## src/shared/mic_pkg.sv

```systemverilog
// Purpose: Constants for the mode and serial-bus control register pair.
// Assumes: 125 MHz core clock; register port driven by the serial slave.
// Notes:   Times are kept in their own units; cycle counts are derived.
package mic_pkg;
  localparam int          CLK_MHZ         = 125;
  // Register offsets on the serial control bus.
  localparam logic [7:0]  MODE_ADDR       = 8'h04;
  localparam logic [7:0]  CTRL_ADDR       = 8'h05;
  localparam logic [7:0]  MODE_RESET      = 8'h80;
  localparam logic [7:0]  CTRL_RESET      = 8'h00;
  // Writable bits; the rest are reserved and read as zero.
  localparam logic [7:0]  MODE_WMASK      = 8'haf;
  localparam logic [7:0]  CTRL_WMASK      = 8'h1f;
  // Mode register fields.
  localparam int          FAILSAFE_BIT    = 7;
  localparam int          CRC_CLR_BIT     = 5;
  localparam int          LEG_OVR_BIT     = 3;
  localparam int          LEG_MODE_BIT    = 2;
  localparam int          FRQ_OVR_BIT     = 1;
  localparam int          FRQ_MODE_BIT    = 0;
  // Serial-bus control fields.
  localparam int          SDA_DLY_LO      = 3;
  localparam int          SDA_DLY_HI      = 4;
  localparam int          RWR_BLOCK_BIT   = 2;
  localparam int          WD_FAST_BIT     = 1;
  localparam int          WD_OFF_BIT      = 0;
  // SDA output delay: base plus steps, rounded up to whole cycles.
  localparam int          SDA_BASE_NS     = 240;
  localparam int          SDA_STEP_NS     = 40;
  localparam int          SDA_BASE_CYC    = (SDA_BASE_NS * CLK_MHZ + 999) / 1000;
  localparam int          SDA_STEP_CYC    = (SDA_STEP_NS * CLK_MHZ + 999) / 1000;
  localparam int          SDA_LINE_DEPTH  = SDA_BASE_CYC + 3 * SDA_STEP_CYC;
  // Watchdog timeouts (longest times, rounded down).
  localparam int          WD_SLOW_US      = 1000000;
  localparam int          WD_FAST_US      = 50;
  localparam int          WD_SLOW_CYC     = WD_SLOW_US * CLK_MHZ;
  localparam int          WD_FAST_CYC     = WD_FAST_US * CLK_MHZ;
  // Bus recovery clock: half period and pulse count.
  localparam int          RECOV_HALF_NS   = 5000;
  localparam int          RECOV_HALF_CYC  = (RECOV_HALF_NS * CLK_MHZ) / 1000;
  localparam logic [3:0]  RECOV_PULSES    = 4'h9;
  typedef enum logic {MIC_WD_WATCH, MIC_WD_RECOVER} mic_wd_state_t;
endpackage

```

## src/shared/mic_wdog_if.sv

```systemverilog
// Purpose: Carries watchdog configuration and status between top and watchdog.
// Assumes: Single clock domain.
// Notes:   The top drives configuration; the watchdog reports state.
`timescale 1ns/1ns
`default_nettype none
interface mic_wdog_if;
  logic enable;
  logic speedup;
  logic bus_free;
  logic recovering;
  modport ctrl (output enable, output speedup, input bus_free, input recovering);
  modport wdog (input enable, input speedup, output bus_free, output recovering);
endinterface
`default_nettype wire

```

## src/hw/mic_bus_wdog.sv

```systemverilog
// Purpose: Serial bus watchdog that detects a free bus or clears a hung one.
// Assumes: scl_in and sda_in are synchronous to clk.
// Notes:   SCL is open drain; the pin is pulled low only while scl_oe is high.
`timescale 1ns/1ns
`default_nettype none
module mic_bus_wdog
  import mic_pkg::*;
#(
  parameter int SLOW_CYC = WD_SLOW_CYC,
  parameter int FAST_CYC = WD_FAST_CYC,
  parameter int HALF_CYC = RECOV_HALF_CYC
) (
  input  wire logic  clk,
  input  wire logic  rst_n,
  input  wire logic  scl_in,
  input  wire logic  sda_in,
  output logic       scl_out,
  output logic       scl_oe,
  mic_wdog_if.wdog   cfg
);
  mic_wd_state_t state_ff;
  logic [31:0]   idle_cnt_ff;
  logic [31:0]   half_cnt_ff;
  logic [3:0]    pulse_cnt_ff;
  logic          scl_prev_ff;
  logic          sda_prev_ff;
  logic          scl_oe_ff;
  logic          bus_free_ff;
  logic          activity;
  logic [31:0]   limit;
  logic          half_done;

  // Any edge on either line counts as bus activity and restarts the idle count.
  assign activity  = (scl_in != scl_prev_ff) || (sda_in != sda_prev_ff);
  assign limit     = cfg.speedup ? 32'(FAST_CYC) : 32'(SLOW_CYC); // RL10
  assign half_done = (half_cnt_ff == 32'(HALF_CYC - 1));
  assign scl_out   = 1'b0;
  assign scl_oe    = scl_oe_ff;
  assign cfg.bus_free   = bus_free_ff;
  assign cfg.recovering = (state_ff == MIC_WD_RECOVER);

  // Line history for the activity detector.
  always_ff @(posedge clk or negedge rst_n) begin
    if (!rst_n) begin
      scl_prev_ff <= 1'b1;
      sda_prev_ff <= 1'b1;
    end else begin
      scl_prev_ff <= scl_in;
      sda_prev_ff <= sda_in;
    end
  end

  // Idle timing, free-bus report and nine-pulse recovery sequence.
  always_ff @(posedge clk or negedge rst_n) begin
    if (!rst_n) begin
      state_ff     <= MIC_WD_WATCH;
      idle_cnt_ff  <= 32'h0;
      half_cnt_ff  <= 32'h0;
      pulse_cnt_ff <= 4'h0;
      scl_oe_ff    <= 1'b0;
      bus_free_ff  <= 1'b0;
    end else begin
      bus_free_ff <= 1'b0;
      unique case (state_ff)
        MIC_WD_WATCH: begin
          if (!cfg.enable || activity) begin // RL13
            idle_cnt_ff <= 32'h0;
          end else if (idle_cnt_ff >= limit - 32'h1) begin
            idle_cnt_ff <= 32'h0;
            if (sda_in) begin
              bus_free_ff <= 1'b1; // RL11
            end else begin
              state_ff     <= MIC_WD_RECOVER; // RL12
              half_cnt_ff  <= 32'h0;
              pulse_cnt_ff <= 4'h0;
              scl_oe_ff    <= 1'b1;
            end
          end else begin
            idle_cnt_ff <= idle_cnt_ff + 32'h1;
          end
        end
        MIC_WD_RECOVER: begin
          if (!cfg.enable) begin // RL13
            state_ff  <= MIC_WD_WATCH;
            scl_oe_ff <= 1'b0;
          end else if (half_done) begin
            half_cnt_ff <= 32'h0;
            scl_oe_ff   <= ~scl_oe_ff;
            // Each release of SCL ends one clock pulse.
            if (scl_oe_ff) begin
              pulse_cnt_ff <= pulse_cnt_ff + 4'h1; // RL12
              if (pulse_cnt_ff == RECOV_PULSES - 4'h1) begin
                state_ff <= MIC_WD_WATCH;
              end
            end
          end else begin
            half_cnt_ff <= half_cnt_ff + 32'h1;
          end
        end
      endcase
    end
  end

  // The recovery never issues more than nine pulses.
  chk_pulse_limit: assert property (@(posedge clk) disable iff (!rst_n) // RL12
    pulse_cnt_ff <= RECOV_PULSES) else $error("Too many recovery pulses.");
  // A watchdog still disabled one cycle later no longer pulls SCL nor reports a free bus.
  chk_wdog_off: assert property (@(posedge clk) disable iff (!rst_n) // RL13
    !cfg.enable ##1 !cfg.enable |-> !scl_oe_ff && !bus_free_ff)
    else $error("Disabled watchdog acted on the bus.");
  // A free-bus report only follows a high SDA line.
  chk_free_high: assert property (@(posedge clk) disable iff (!rst_n) // RL11
    bus_free_ff |-> $past(sda_in) && $past(state_ff) == MIC_WD_WATCH)
    else $error("Free bus reported with SDA low.");
  // Recovery starts only from a low SDA line.
  chk_recov_low: assert property (@(posedge clk) disable iff (!rst_n) // RL12
    $rose(scl_oe_ff) && $past(state_ff) == MIC_WD_WATCH |-> !$past(sda_in))
    else $error("Recovery started with SDA high.");
  cov_bus_free: cover property (@(posedge clk) disable iff (!rst_n) bus_free_ff);
  cov_recover_done: cover property (@(posedge clk) disable iff (!rst_n)
    state_ff == MIC_WD_RECOVER ##1 state_ff == MIC_WD_WATCH);
endmodule
`default_nettype wire

```

## src/hw/mic_ctrl_regs.sv

```systemverilog
// Purpose: Mode and serial-bus control registers of the serializer.
// Assumes: The serial slave presents decoded register accesses on reg_*.
// Notes:   reg_wr_remote marks a write that came across the control channel.
// What this block does
// RL1: Mode bit 7 picks failsafe level, 1 low; mode resets to 0x80.
// RL2: Setting mode bit 5 clears back-channel CRC error flags and counts.
// RL3: Override bit 3 picks legacy mode from strap pin or register bit.
// RL4: Bit 2 selects legacy pairing mode; 0 is normal protected operation.
// RL5: Override bit 1 picks frequency range from strap pin or register.
// RL6: Bit 0 selects pixel clock range; 0 high, 1 low.
// RL7: SDA delay field adds 40 ns steps to a 240 ns base.
// RL8: Control bit 2 refuses register writes from far-end masters.
// RL9: Remote access to local bus slaves stays open under the write block.
// RL10: Control bit 1 picks watchdog timeout, about 1 s or 50 us.
// RL11: SDA high and idle for the timeout means the bus is free.
// RL12: SDA low and idle for the timeout triggers nine SCL pulses.
// RL13: Control bit 0 set turns the bus watchdog off.
// RL14: Serial-bus control register resets to 0x00.
// RL15: Reserved bits read as zero and ignore writes.
`timescale 1ns/1ns
`default_nettype none
module mic_ctrl_regs
  import mic_pkg::*;
#(
  parameter int SLOW_CYC = WD_SLOW_CYC,
  parameter int FAST_CYC = WD_FAST_CYC
) (
  input  wire logic        clk,
  input  wire logic        rst_n,
  input  wire logic        reg_wr_en,
  input  wire logic        reg_rd_en,
  input  wire logic        reg_wr_remote,
  input  wire logic [7:0]  reg_addr,
  input  wire logic [7:0]  reg_wdata,
  output logic      [7:0]  reg_rdata,
  input  wire logic        legacy_strap_pin,
  input  wire logic        freq_strap_pin,
  input  wire logic        sda_drive_req,
  input  wire logic        scl_in,
  input  wire logic        sda_in,
  output logic             scl_out,
  output logic             scl_oe,
  output logic             sda_out,
  output logic             sda_oe,
  output logic             failsafe_low,
  output logic             crc_err_clear,
  output logic             legacy_pair_mode,
  output logic             low_freq_range,
  output logic             remote_wr_refused,
  output logic             bus_free
);
  logic [7:0]                 mode_ff;
  logic [7:0]                 ctrl_ff;
  logic [7:0]                 rdata_ff;
  logic                       legacy_ff;
  logic                       freq_ff;
  logic                       refused_ff;
  logic [SDA_LINE_DEPTH-1:0]  sda_line_ff;
  logic                       sda_oe_ff;
  logic                       wr_allowed;
  logic [1:0]                 sda_code;
  logic [5:0]                 sda_tap;
  mic_wdog_if                 wd_if ();

  // Far-end writes are dropped when blocked; pass-through traffic is not seen here.
  assign wr_allowed = reg_wr_en && !(reg_wr_remote && ctrl_ff[RWR_BLOCK_BIT]); // RL8 RL9
  assign sda_code   = ctrl_ff[SDA_DLY_HI:SDA_DLY_LO];
  assign sda_tap    = 6'(SDA_BASE_CYC - 2) + 6'(sda_code) * 6'(SDA_STEP_CYC); // RL7

  // Register storage; reserved bits are masked away on every write.
  always_ff @(posedge clk or negedge rst_n) begin
    if (!rst_n) begin
      mode_ff <= MODE_RESET; // RL1
      ctrl_ff <= CTRL_RESET; // RL14
    end else if (wr_allowed) begin
      if (reg_addr == MODE_ADDR) begin
        mode_ff <= reg_wdata & MODE_WMASK; // RL15
      end
      if (reg_addr == CTRL_ADDR) begin
        ctrl_ff <= reg_wdata & CTRL_WMASK; // RL15
      end
    end
  end

  // Read data; unmapped offsets read as zero.
  always_ff @(posedge clk or negedge rst_n) begin
    if (!rst_n) begin
      rdata_ff <= 8'h00;
    end else if (reg_rd_en) begin
      rdata_ff <= (reg_addr == MODE_ADDR) ? mode_ff :
                  (reg_addr == CTRL_ADDR) ? ctrl_ff : 8'h00;
    end
  end

  // Effective mode selections from strap pins or register bits.
  always_ff @(posedge clk or negedge rst_n) begin
    if (!rst_n) begin
      legacy_ff <= 1'b0;
      freq_ff   <= 1'b0;
    end else begin
      legacy_ff <= mode_ff[LEG_OVR_BIT] ? mode_ff[LEG_MODE_BIT] : legacy_strap_pin; // RL3 RL4
      freq_ff   <= mode_ff[FRQ_OVR_BIT] ? mode_ff[FRQ_MODE_BIT] : freq_strap_pin; // RL5 RL6
    end
  end

  // Pulse for each refused far-end register write.
  always_ff @(posedge clk or negedge rst_n) begin
    if (!rst_n) begin
      refused_ff <= 1'b0;
    end else begin
      refused_ff <= reg_wr_en && !wr_allowed; // RL8
    end
  end

  // SDA output delay line, tapped by the programmed delay code.
  always_ff @(posedge clk or negedge rst_n) begin
    if (!rst_n) begin
      sda_line_ff <= '0;
      sda_oe_ff   <= 1'b0;
    end else begin
      sda_line_ff <= {sda_line_ff[SDA_LINE_DEPTH-2:0], sda_drive_req};
      sda_oe_ff   <= sda_line_ff[sda_tap]; // RL7
    end
  end

  assign failsafe_low      = mode_ff[FAILSAFE_BIT]; // RL1
  assign crc_err_clear     = mode_ff[CRC_CLR_BIT]; // RL2
  assign legacy_pair_mode  = legacy_ff;
  assign low_freq_range    = freq_ff;
  assign remote_wr_refused = refused_ff;
  assign reg_rdata         = rdata_ff;
  assign sda_out           = 1'b0;
  assign sda_oe            = sda_oe_ff;
  assign bus_free          = wd_if.bus_free;
  assign wd_if.enable      = !ctrl_ff[WD_OFF_BIT]; // RL13
  assign wd_if.speedup     = ctrl_ff[WD_FAST_BIT]; // RL10

  mic_bus_wdog #(
    .SLOW_CYC (SLOW_CYC),
    .FAST_CYC (FAST_CYC),
    .HALF_CYC (RECOV_HALF_CYC)
  ) u_wdog (
    .clk     (clk),
    .rst_n   (rst_n),
    .scl_in  (scl_in),
    .sda_in  (sda_in),
    .scl_out (scl_out),
    .scl_oe  (scl_oe),
    .cfg     (wd_if.wdog)
  );

  chk_mode_resv: assert property (@(posedge clk) disable iff (!rst_n) // RL15
    (mode_ff & ~MODE_WMASK) == 8'h00 && (ctrl_ff & ~CTRL_WMASK) == 8'h00)
    else $error("Reserved bit set.");
  chk_remote_block: assert property (@(posedge clk) disable iff (!rst_n) // RL8
    reg_wr_en && reg_wr_remote && ctrl_ff[RWR_BLOCK_BIT] |=> $stable(mode_ff) && $stable(ctrl_ff)
    && remote_wr_refused) else $error("Blocked remote write took effect.");
  chk_local_write: assert property (@(posedge clk) disable iff (!rst_n) // RL9
    reg_wr_en && !reg_wr_remote && reg_addr == MODE_ADDR |=> mode_ff == ($past(reg_wdata) & MODE_WMASK))
    else $error("Local write lost.");
  // The source check starts only once reset was already released, so the reset value is skipped.
  chk_legacy_src: assert property (@(posedge clk) disable iff (!rst_n) // RL3
    rst_n |=> legacy_pair_mode == ($past(mode_ff[LEG_OVR_BIT]) ? $past(mode_ff[LEG_MODE_BIT])
    : $past(legacy_strap_pin))) else $error("Wrong legacy mode source.");
  chk_freq_src: assert property (@(posedge clk) disable iff (!rst_n) // RL5
    rst_n |=> low_freq_range == ($past(mode_ff[FRQ_OVR_BIT]) ? $past(mode_ff[FRQ_MODE_BIT])
    : $past(freq_strap_pin))) else $error("Wrong frequency range source.");
  // The shortest delay: still low 29 cycles after the request is seen, high one cycle later.
  chk_sda_base: assert property (@(posedge clk) disable iff (!rst_n) // RL7
    $rose(sda_drive_req) && sda_code == 2'h0 |-> ##29 !sda_oe ##1 (sda_oe || sda_code != 2'h0))
    else $error("SDA delay not 240 ns.");
  chk_sda_max: assert property (@(posedge clk) disable iff (!rst_n) // RL7
    $rose(sda_drive_req) && sda_code == 2'h3 |-> ##44 !sda_oe ##1 (sda_oe || sda_code != 2'h3))
    else $error("SDA delay not 360 ns.");
  chk_crc_clear: assert property (@(posedge clk) disable iff (!rst_n) // RL2
    wr_allowed && reg_addr == MODE_ADDR && reg_wdata[CRC_CLR_BIT] |=> crc_err_clear)
    else $error("CRC clear not asserted.");
  cov_refused: cover property (@(posedge clk) disable iff (!rst_n) remote_wr_refused);
  cov_legacy_reg: cover property (@(posedge clk) disable iff (!rst_n)
    mode_ff[LEG_OVR_BIT] && legacy_pair_mode);
endmodule
`default_nettype wire

```

## config.mk

```make
export PLATFORM = sky130hd
export DESIGN_NAME = mic_ctrl_regs
export DESIGN_NICKNAME = d
export VERILOG_FILES = /design/src/shared/mic_pkg.sv /design/src/shared/mic_wdog_if.sv /design/src/hw/mic_bus_wdog.sv /design/src/hw/mic_ctrl_regs.sv
export SDC_FILE = /design/constraint.sdc
export NUM_CORES = 1
export LEC_CHECK = 0
export BUFFER_PORTS_ARGS = -buffer_cell sky130_fd_sc_hd__buf_2
export CORE_MARGIN = 2
export CORE_UTILIZATION = 61
export CTS_CLUSTER_DIAMETER = 150
export DETAILED_ROUTE_END_ITERATION = 16
export PLACE_DENSITY = 0.9
export SYNTH_ARGS = -nofsm -noshare
export SYNTH_HDL_FRONTEND = slang
export SYNTH_HIERARCHICAL = 1
export SYNTH_SLANG_ARGS = --single-unit
export TNS_END_PERCENT = 5
```

## constraint.sdc

```tcl
create_clock -name clk -period 8.1 [get_ports clk]
set_clock_uncertainty 0.15 [all_clocks]
set_input_delay 0.405 -clock clk [delete_from_list [all_inputs] [get_ports clk]]
set_output_delay 0.405 -clock clk [all_outputs]
set_load 0.01 [all_outputs]
```

; Yosys cells after proc, flatten, opt, wreduce, memory -nomap -nowiden
; Cells that the tools add are included.
[word_totals]
memories = 0
out_inout_bits = 18
ramBits = 0
regBits = 141
latch_bits = 0
romBits = 0
[classes]
mul = 1
magnitude_cmp = 2
n_reduce_logical = 12
n_shift = 0
bitwise = 2
eq_ne = 13
add_sub_neg = 5
div = 0
mux = 40
[ops]
columns = op, count
row1 = 2-to-1 mux 32 bit, 7
row2 = adder 32 x 1 -> 32 bit (second input constant), 2
row3 = case mux 32 bit (2 select lines), 1
row4 = equality test 32 x 10 -> 1 bit (second input constant), 1
row5 = >= comparator 32 bit, 1
row6 = subtractor 32 x 1 -> 32 bit (second input constant), 1
row7 = 2-to-1 mux 27 bit, 1
row8 = 2-to-1 mux 4 bit, 6
row9 = 2-to-1 mux 1 bit, 19
row10 = equality test 8 x 3 -> 1 bit (second input constant), 2
row11 = != test 2 bit (second input constant), 5
row12 = 2-to-1 mux 8 bit, 1
row13 = case mux 4 bit (2 select lines), 1
row14 = AND reduction 4 bit, 2
row15 = less-than comparator 6 x 7 -> 1 bit (second input constant), 1
row16 = adder 5 x 5 -> 6 bit (first input constant), 1
row17 = binary-select mux 1 bit (select 6 bit), 1
row18 = AND reduction 6 bit, 1
row19 = multiplier 2 x 3 -> 5 bit (second input constant), 1
row20 = 2-to-1 mux 5 bit, 1
row21 = adder 4 x 1 -> 4 bit (second input constant), 1
row22 = equality test 4 bit (second input constant), 1
row23 = case mux 1 bit (2 select lines), 2
row24 = AND reduction 2 bit, 2
row25 = other kinds (7), 13

; Logic depth before layout (Yosys ltp)
[logic_depth]
ltp_word = 6
mapped_depth = 9
mapped_depth_nobuf = 8

; By module
; The synthesis kept the hierarchy.
[modules_own_cells]
columns = mod, area_each_um2, cells_per_inst, instances, seq_area_each_um2
row1 = mic_bus_wdog, 4604.4, 537, 1, 1829.3
row2 = mic_ctrl_regs, 2268.4, 134, 1, 1677.9

; Least setup slack after synthesis
; Ideal clock, no wire load.
[synth_path]
path_type = reg2reg
from = register ctrl_ff[1]
to = register u_wdog.half_cnt_ff[15]
setup_slack_ns = 5.432
setup_ns = 0.082
synth_period_minus_slack_ns = 2.668
stages_incl_launch_ff = 9
t_required_ns = 7.868
n_path_buf = 1
arrival_time_ns = 2.437
cell_sequence = dfrtp_1 > ha_1 > a2111oi_2 > o221ai_1 > a2111oi_4 > or2_2 > nand3_4 > buf_6 > a31oi_1
[synth_via]
elab_chain_len = 5
[synth_rtl]
columns = item, line_no
row1 = start: declaration, mic_ctrl_regs.sv:53  ; logic [7:0] ctrl_ff;
row2 = start signal: assignment, mic_ctrl_regs.sv:80  ; ctrl_ff <= reg_wdata & CTRL_WMASK;
row3 = 2-to-1 mux 27 bit, mic_bus_wdog.sv:35  ; assign limit = cfg.speedup ? 32'(FAST_CYC) : 32'(SLOW_CYC);
row4 = subtractor 32 x 1 -> 32 bit, mic_bus_wdog.sv:68  ; end else if (idle_cnt_ff >= limit - 32'h1) begin
row5 = >= comparator 32 bit, mic_bus_wdog.sv:68
row6 = != test 2 x 1 -> 1 bit (no line), n/a
row7 = AND reduction 4 bit (no line), n/a
row8 = end signal: assignment, mic_bus_wdog.sv:97  ; half_cnt_ff <= half_cnt_ff + 32'h1;
row9 = end: declaration, mic_bus_wdog.sv:23  ; logic [31:0] half_cnt_ff;
; No other way between the ends.
; A chain may end at the register's enable or synchronous reset.

; Final worst setup path
[layout_path]
from = register ctrl_ff[1]
to = register u_wdog.half_cnt_ff[21]
; The elaborated chain is that of the path after synthesis.

==> results.md <==
Drt:
- The remaining design rule violation count is 0.
- The residual antenna-violating net count after detailed routing is 0.
- The routed via count divided by cell count is 6.70.
- In the final routed layout, each cell accounts on average for 19.4 um.
- Summing over every cut layer, the via total after detailed routing is 5731.
- For this block, the routed nets add up to 16600 um of wire.
- The number of detailed-routing iterations run before antenna repair is 7.
- The first routing iteration left 732 violations.

Logic synthesis:
- The fraction of the yosys area taken by sequential cells is 51.0%.
- The post-synthesis sequential element count is 140.
- The Yosys step of the flow raised 6 warnings.
- In this run, synthesis inferred 0 flip-flops with an integrated enable.
- The synthesized area divided by synthesized cell count is 10.2 um2.
- Among all flip-flop cells after synthesis, the most frequent one is dfrtp_1.
- The synthesized netlist occupies a cell area of 6870 um2.
- The post-synthesis async set-or-reset flop share is 100%.
- The cell count after synthesis came out at 671.
- The post-synthesis cell type count is 66.

Global routing:
- The overall overflow remaining after global route is 0.
- The via count of the first global-routing pass is 5454.
- The initial antenna violation count came to 0.
- Entering global routing, the biggest net connects 91 pins.
- The overall fraction of global-route tracks in use is 28.6%.
- The global-route wire length before repair is 26300 um.

Cells and area:
- The library cell used most frequently in the layout, excluding fill and tap cells, is dfrtp_1.
- In the layout the commonest cells are dfrtp_1, nand2_1, buf_2.
- The layout net count is 748.
- The area added between synthesis and finish is 12.5%.
- The repair_antennas step left the layout with diodes totalling 0.
- The ratio of cells with drive above 1 in the final layout is 14.8%.
- The final design area excluding fillers is 7730 um2.

CTS:
- The clock passes through at most 2 buffers.
- CTS saw 140 sinks.
- The number of buffers added by the clock tree synthesis step is 17.
- The TritonCTS clock tree is done.
- After clock tree synthesis, the clock-pin slew on the worst setup and hold paths is 60 ps.
- The buffer type at the clock tree root is clkbuf_16.
- The post-CTS setup-driven buffer insertion count is 0.
- Post-CTS repair changed the size of 0 cells.
- The H-tree depth reported by CTS is 4.
- The clock network latency to the later pin of the worst-skew pair is 420 ps.
- After clock tree synthesis, the flow added hold-fix buffers numbering 4.

Placement:
- After legalization and detailed placement, the total HPWL measured 10300 um.
- Input and output buffers added on the ports amount to 39.
- At the end of routability-driven placement, the weighted congestion stood at 0.846.
- Once placement finished, the instance area stood at 7120 um2.

Flow run:
- Max-cap violations in this run came to 0.

Floorplanning:
- The total area inside the core boundary comes to 10900 um2.
- The die width is 110 um.
- The count of pins on the block boundary is 44.
- Measured along the y axis, the die boundary spans 110 um.
- The die covers 12100 um2.
- The count of standard-cell rows is 38.
- The initial cell density of the core is 62.8%.

Worst setup path:
- The arrival time of the worst setup path is 4020 ps.
- The signal on the critical path passes through ha_1 -> a2111oi_2 -> o221ai_1 -> a2111oi_4 -> buf_4 -> or2_2 -> nand3_4 -> a31oi_1.
- The endpoint class of the critical path is a flop.
- On the worst path, the slowest cell contributes a delay of 760 ps.
- The category of cells accounting for the largest share of critical-path delay is compound AO/OA/AOI/OAI gates.
- The type of element launching the critical path is a flop.
- The type of the setup path with the least slack is reg -> reg.
- For the worst setup path, the data required time is 8260 ps.
- The cell with the biggest individual delay on the critical path is dfrtp_1.
- The worst path buffer plus inverter count is 1.
- The largest fanout of any net on the critical path is 33.

Timing:
- The final count of hold timing violations is 0.
- Headroom to the max-slew limit came out at 13.9%.
- For this run, the top clock speed supported by timing is 259 MHz.
- Setup repair after global routing left no endpoint under its margin.
- The setup TNS is 0 ps.
- The worst path uses 47.7% of the clock period.
- The setup-violating endpoint count in the final report is 0.
- The count of final max-slew check failures is 0.
- The time the final worst path needs with I/O delays and setup is 3860 ps.
- For the pin with the worst max-slew slack, the measured transition is 1290 ps.

Hold path:
- The class of the tightest hold or removal check is in -> reg.

Pwr:
- The static leakage power is 3.46 nW.
- The worst-case IR drop observed on VDD is 0.000208 V.
- The ratio of total power to cell area is 243 nW/um2.

Status:
- The run finished with clean final reports.
## final timing paths
check	start	to	cells past startpoint	slack, ps
setup / recovery	ctrl_ff[1]	u_wdog/half_cnt_ff[21]	8	4240
max in group asynchronous	rst_n	u_wdog/idle_cnt_ff[18]	3	5990
setup reg to reg	ctrl_ff[1]	u_wdog/half_cnt_ff[21]	8	4240
hold / removal	reg_wdata[4]	ctrl_ff[4]	2	70
hold reg to reg	sda_line_ff[13]	sda_line_ff[14]	0	200
min in group asynchronous	rst_n	sda_line_ff[16]	2	330
## per-stage QoR
step	cells	utilization (%)	hold WS [ps]	power, W	worst slack (ps)
after global routing	855	70.7	52.2	0.00196	4060
after floorplan	672	-	-40.6	0.00103	5430
after detailed placement	819	65.1	185	0.00112	4320
after CTS	855	70.7	49.4	0.00188	4300
final	855	70.7	69.5	0.00188	4240
after global placement	819	65.1	183	0.00110	4600
## layout make-up
| cell class | count | area (um2) |
|---|---|---|
| clock buffers | 18 | 439 |
| clock inverters | 14 | 135 |
| fillers | 768 | 3200 |
| inverters | 33 | 124 |
| multi-input cells | 462 | 3070 |
| flip-flops and latches | 140 | 3510 |
| well taps | 140 | 175 |
| repair buffers | 48 | 279 |
## cell usage after synthesis, types with 3 or more instances
library cell / number / share of area, %
o21ai_0: 20 / 1.5
a32oi_1: 10 / 1.3
and2_1: 7 / 0.64
o211ai_1: 16 / 1.7
nand4_1: 17 / 1.5
buf_6: 4 / 0.66
a21oi_1: 26 / 1.9
dfrtp_1: 137 / 50
o211a_1: 5 / 0.73
mux2_1: 5 / 0.82
buf_4: 4 / 0.44
and4_1: 5 / 0.64
ha_1: 20 / 3.6
and3_1: 17 / 1.5
a31oi_1: 25 / 2.3
inv_1: 33 / 1.8
nor2_1: 32 / 1.7
clkbuf_1: 22 / 1.2
mux4_2: 3 / 0.98
or3_1: 5 / 0.46
o22ai_1: 10 / 0.91
buf_2: 6 / 0.44
nor4_1: 22 / 2.0
a41oi_1: 4 / 0.51
nand2_1: 78 / 4.3
dfstp_2: 3 / 1.1
nand3_1: 30 / 2.2
o41ai_1: 3 / 0.38
mux2i_1: 9 / 1.3
nor2b_1: 8 / 0.73
nor3_1: 20 / 1.5
o21ai_1: 5 / 0.36
mux2_2: 6 / 0.98
o21a_1: 3 / 0.33
mux2_4: 6 / 1.3
## kinds of logic (layout without fill, tap and decap cells)
kind of cell    after synthesis  in the layout  share of synthesized area [%]
flops                       140            140                           51.0
simple gates                264            264                           20.6
compound gates              143            143                           14.2
mux                          29             29                           5.41
other cells                   2              3                          0.109
xor+xnor                      3              3                          0.382
fa+ha+maj                    20             20                           3.64
buf+inv                      70            113                           4.61
## layer usage
| layer | global-route usage [%] | wire length, um |
|---|---|---|
| met5 | 0 | 0 |
| met4 | 11.2 | 436 |
| met3 | 7.11 | 1320 |
| met2 | 47.2 | 8210 |
| met1 | 36.5 | 6650 |
## registers in the layout (all words and copies together) (netlist names)
| signal | count |
|---|---|
| sda_line_ff | 45 |
| u_wdog/half_cnt_ff | 32 |
| u_wdog/idle_cnt_ff | 32 |
| reg_rdata | 7 |
| mode_ff | 6 |
| ctrl_ff | 5 |
| u_wdog/pulse_cnt_ff | 4 |
| legacy_pair_mode | 1 |
| low_freq_range | 1 |
| remote_wr_refused | 1 |
| sda_oe | 1 |
| u_wdog/cfg.bus_free | 1 |
| u_wdog/cfg.recovering | 1 |
| u_wdog/scl_oe | 1 |
| u_wdog/scl_prev_ff | 1 |
| u_wdog/sda_prev_ff | 1 |
## report_power, final
part,internal [W],switching (W)
Combinational,0.0000983,0.000214
Sequential,0.000754,0.0000604
Clock,0.000436,0.000317
Total,0.00129,0.000592
## worst reg2reg max path, delay by kind of cell, from the launching register on
family	cells	cell delay, ps
AO/OA/AOI/OAI	4	1490
adder cells (fa/ha/maj)	1	390
buffers and inverters	1	380
flip-flops	1	760
AND/OR/NAND/NOR	2	580
Note: power is estimated with default switching activity, not from simulation.
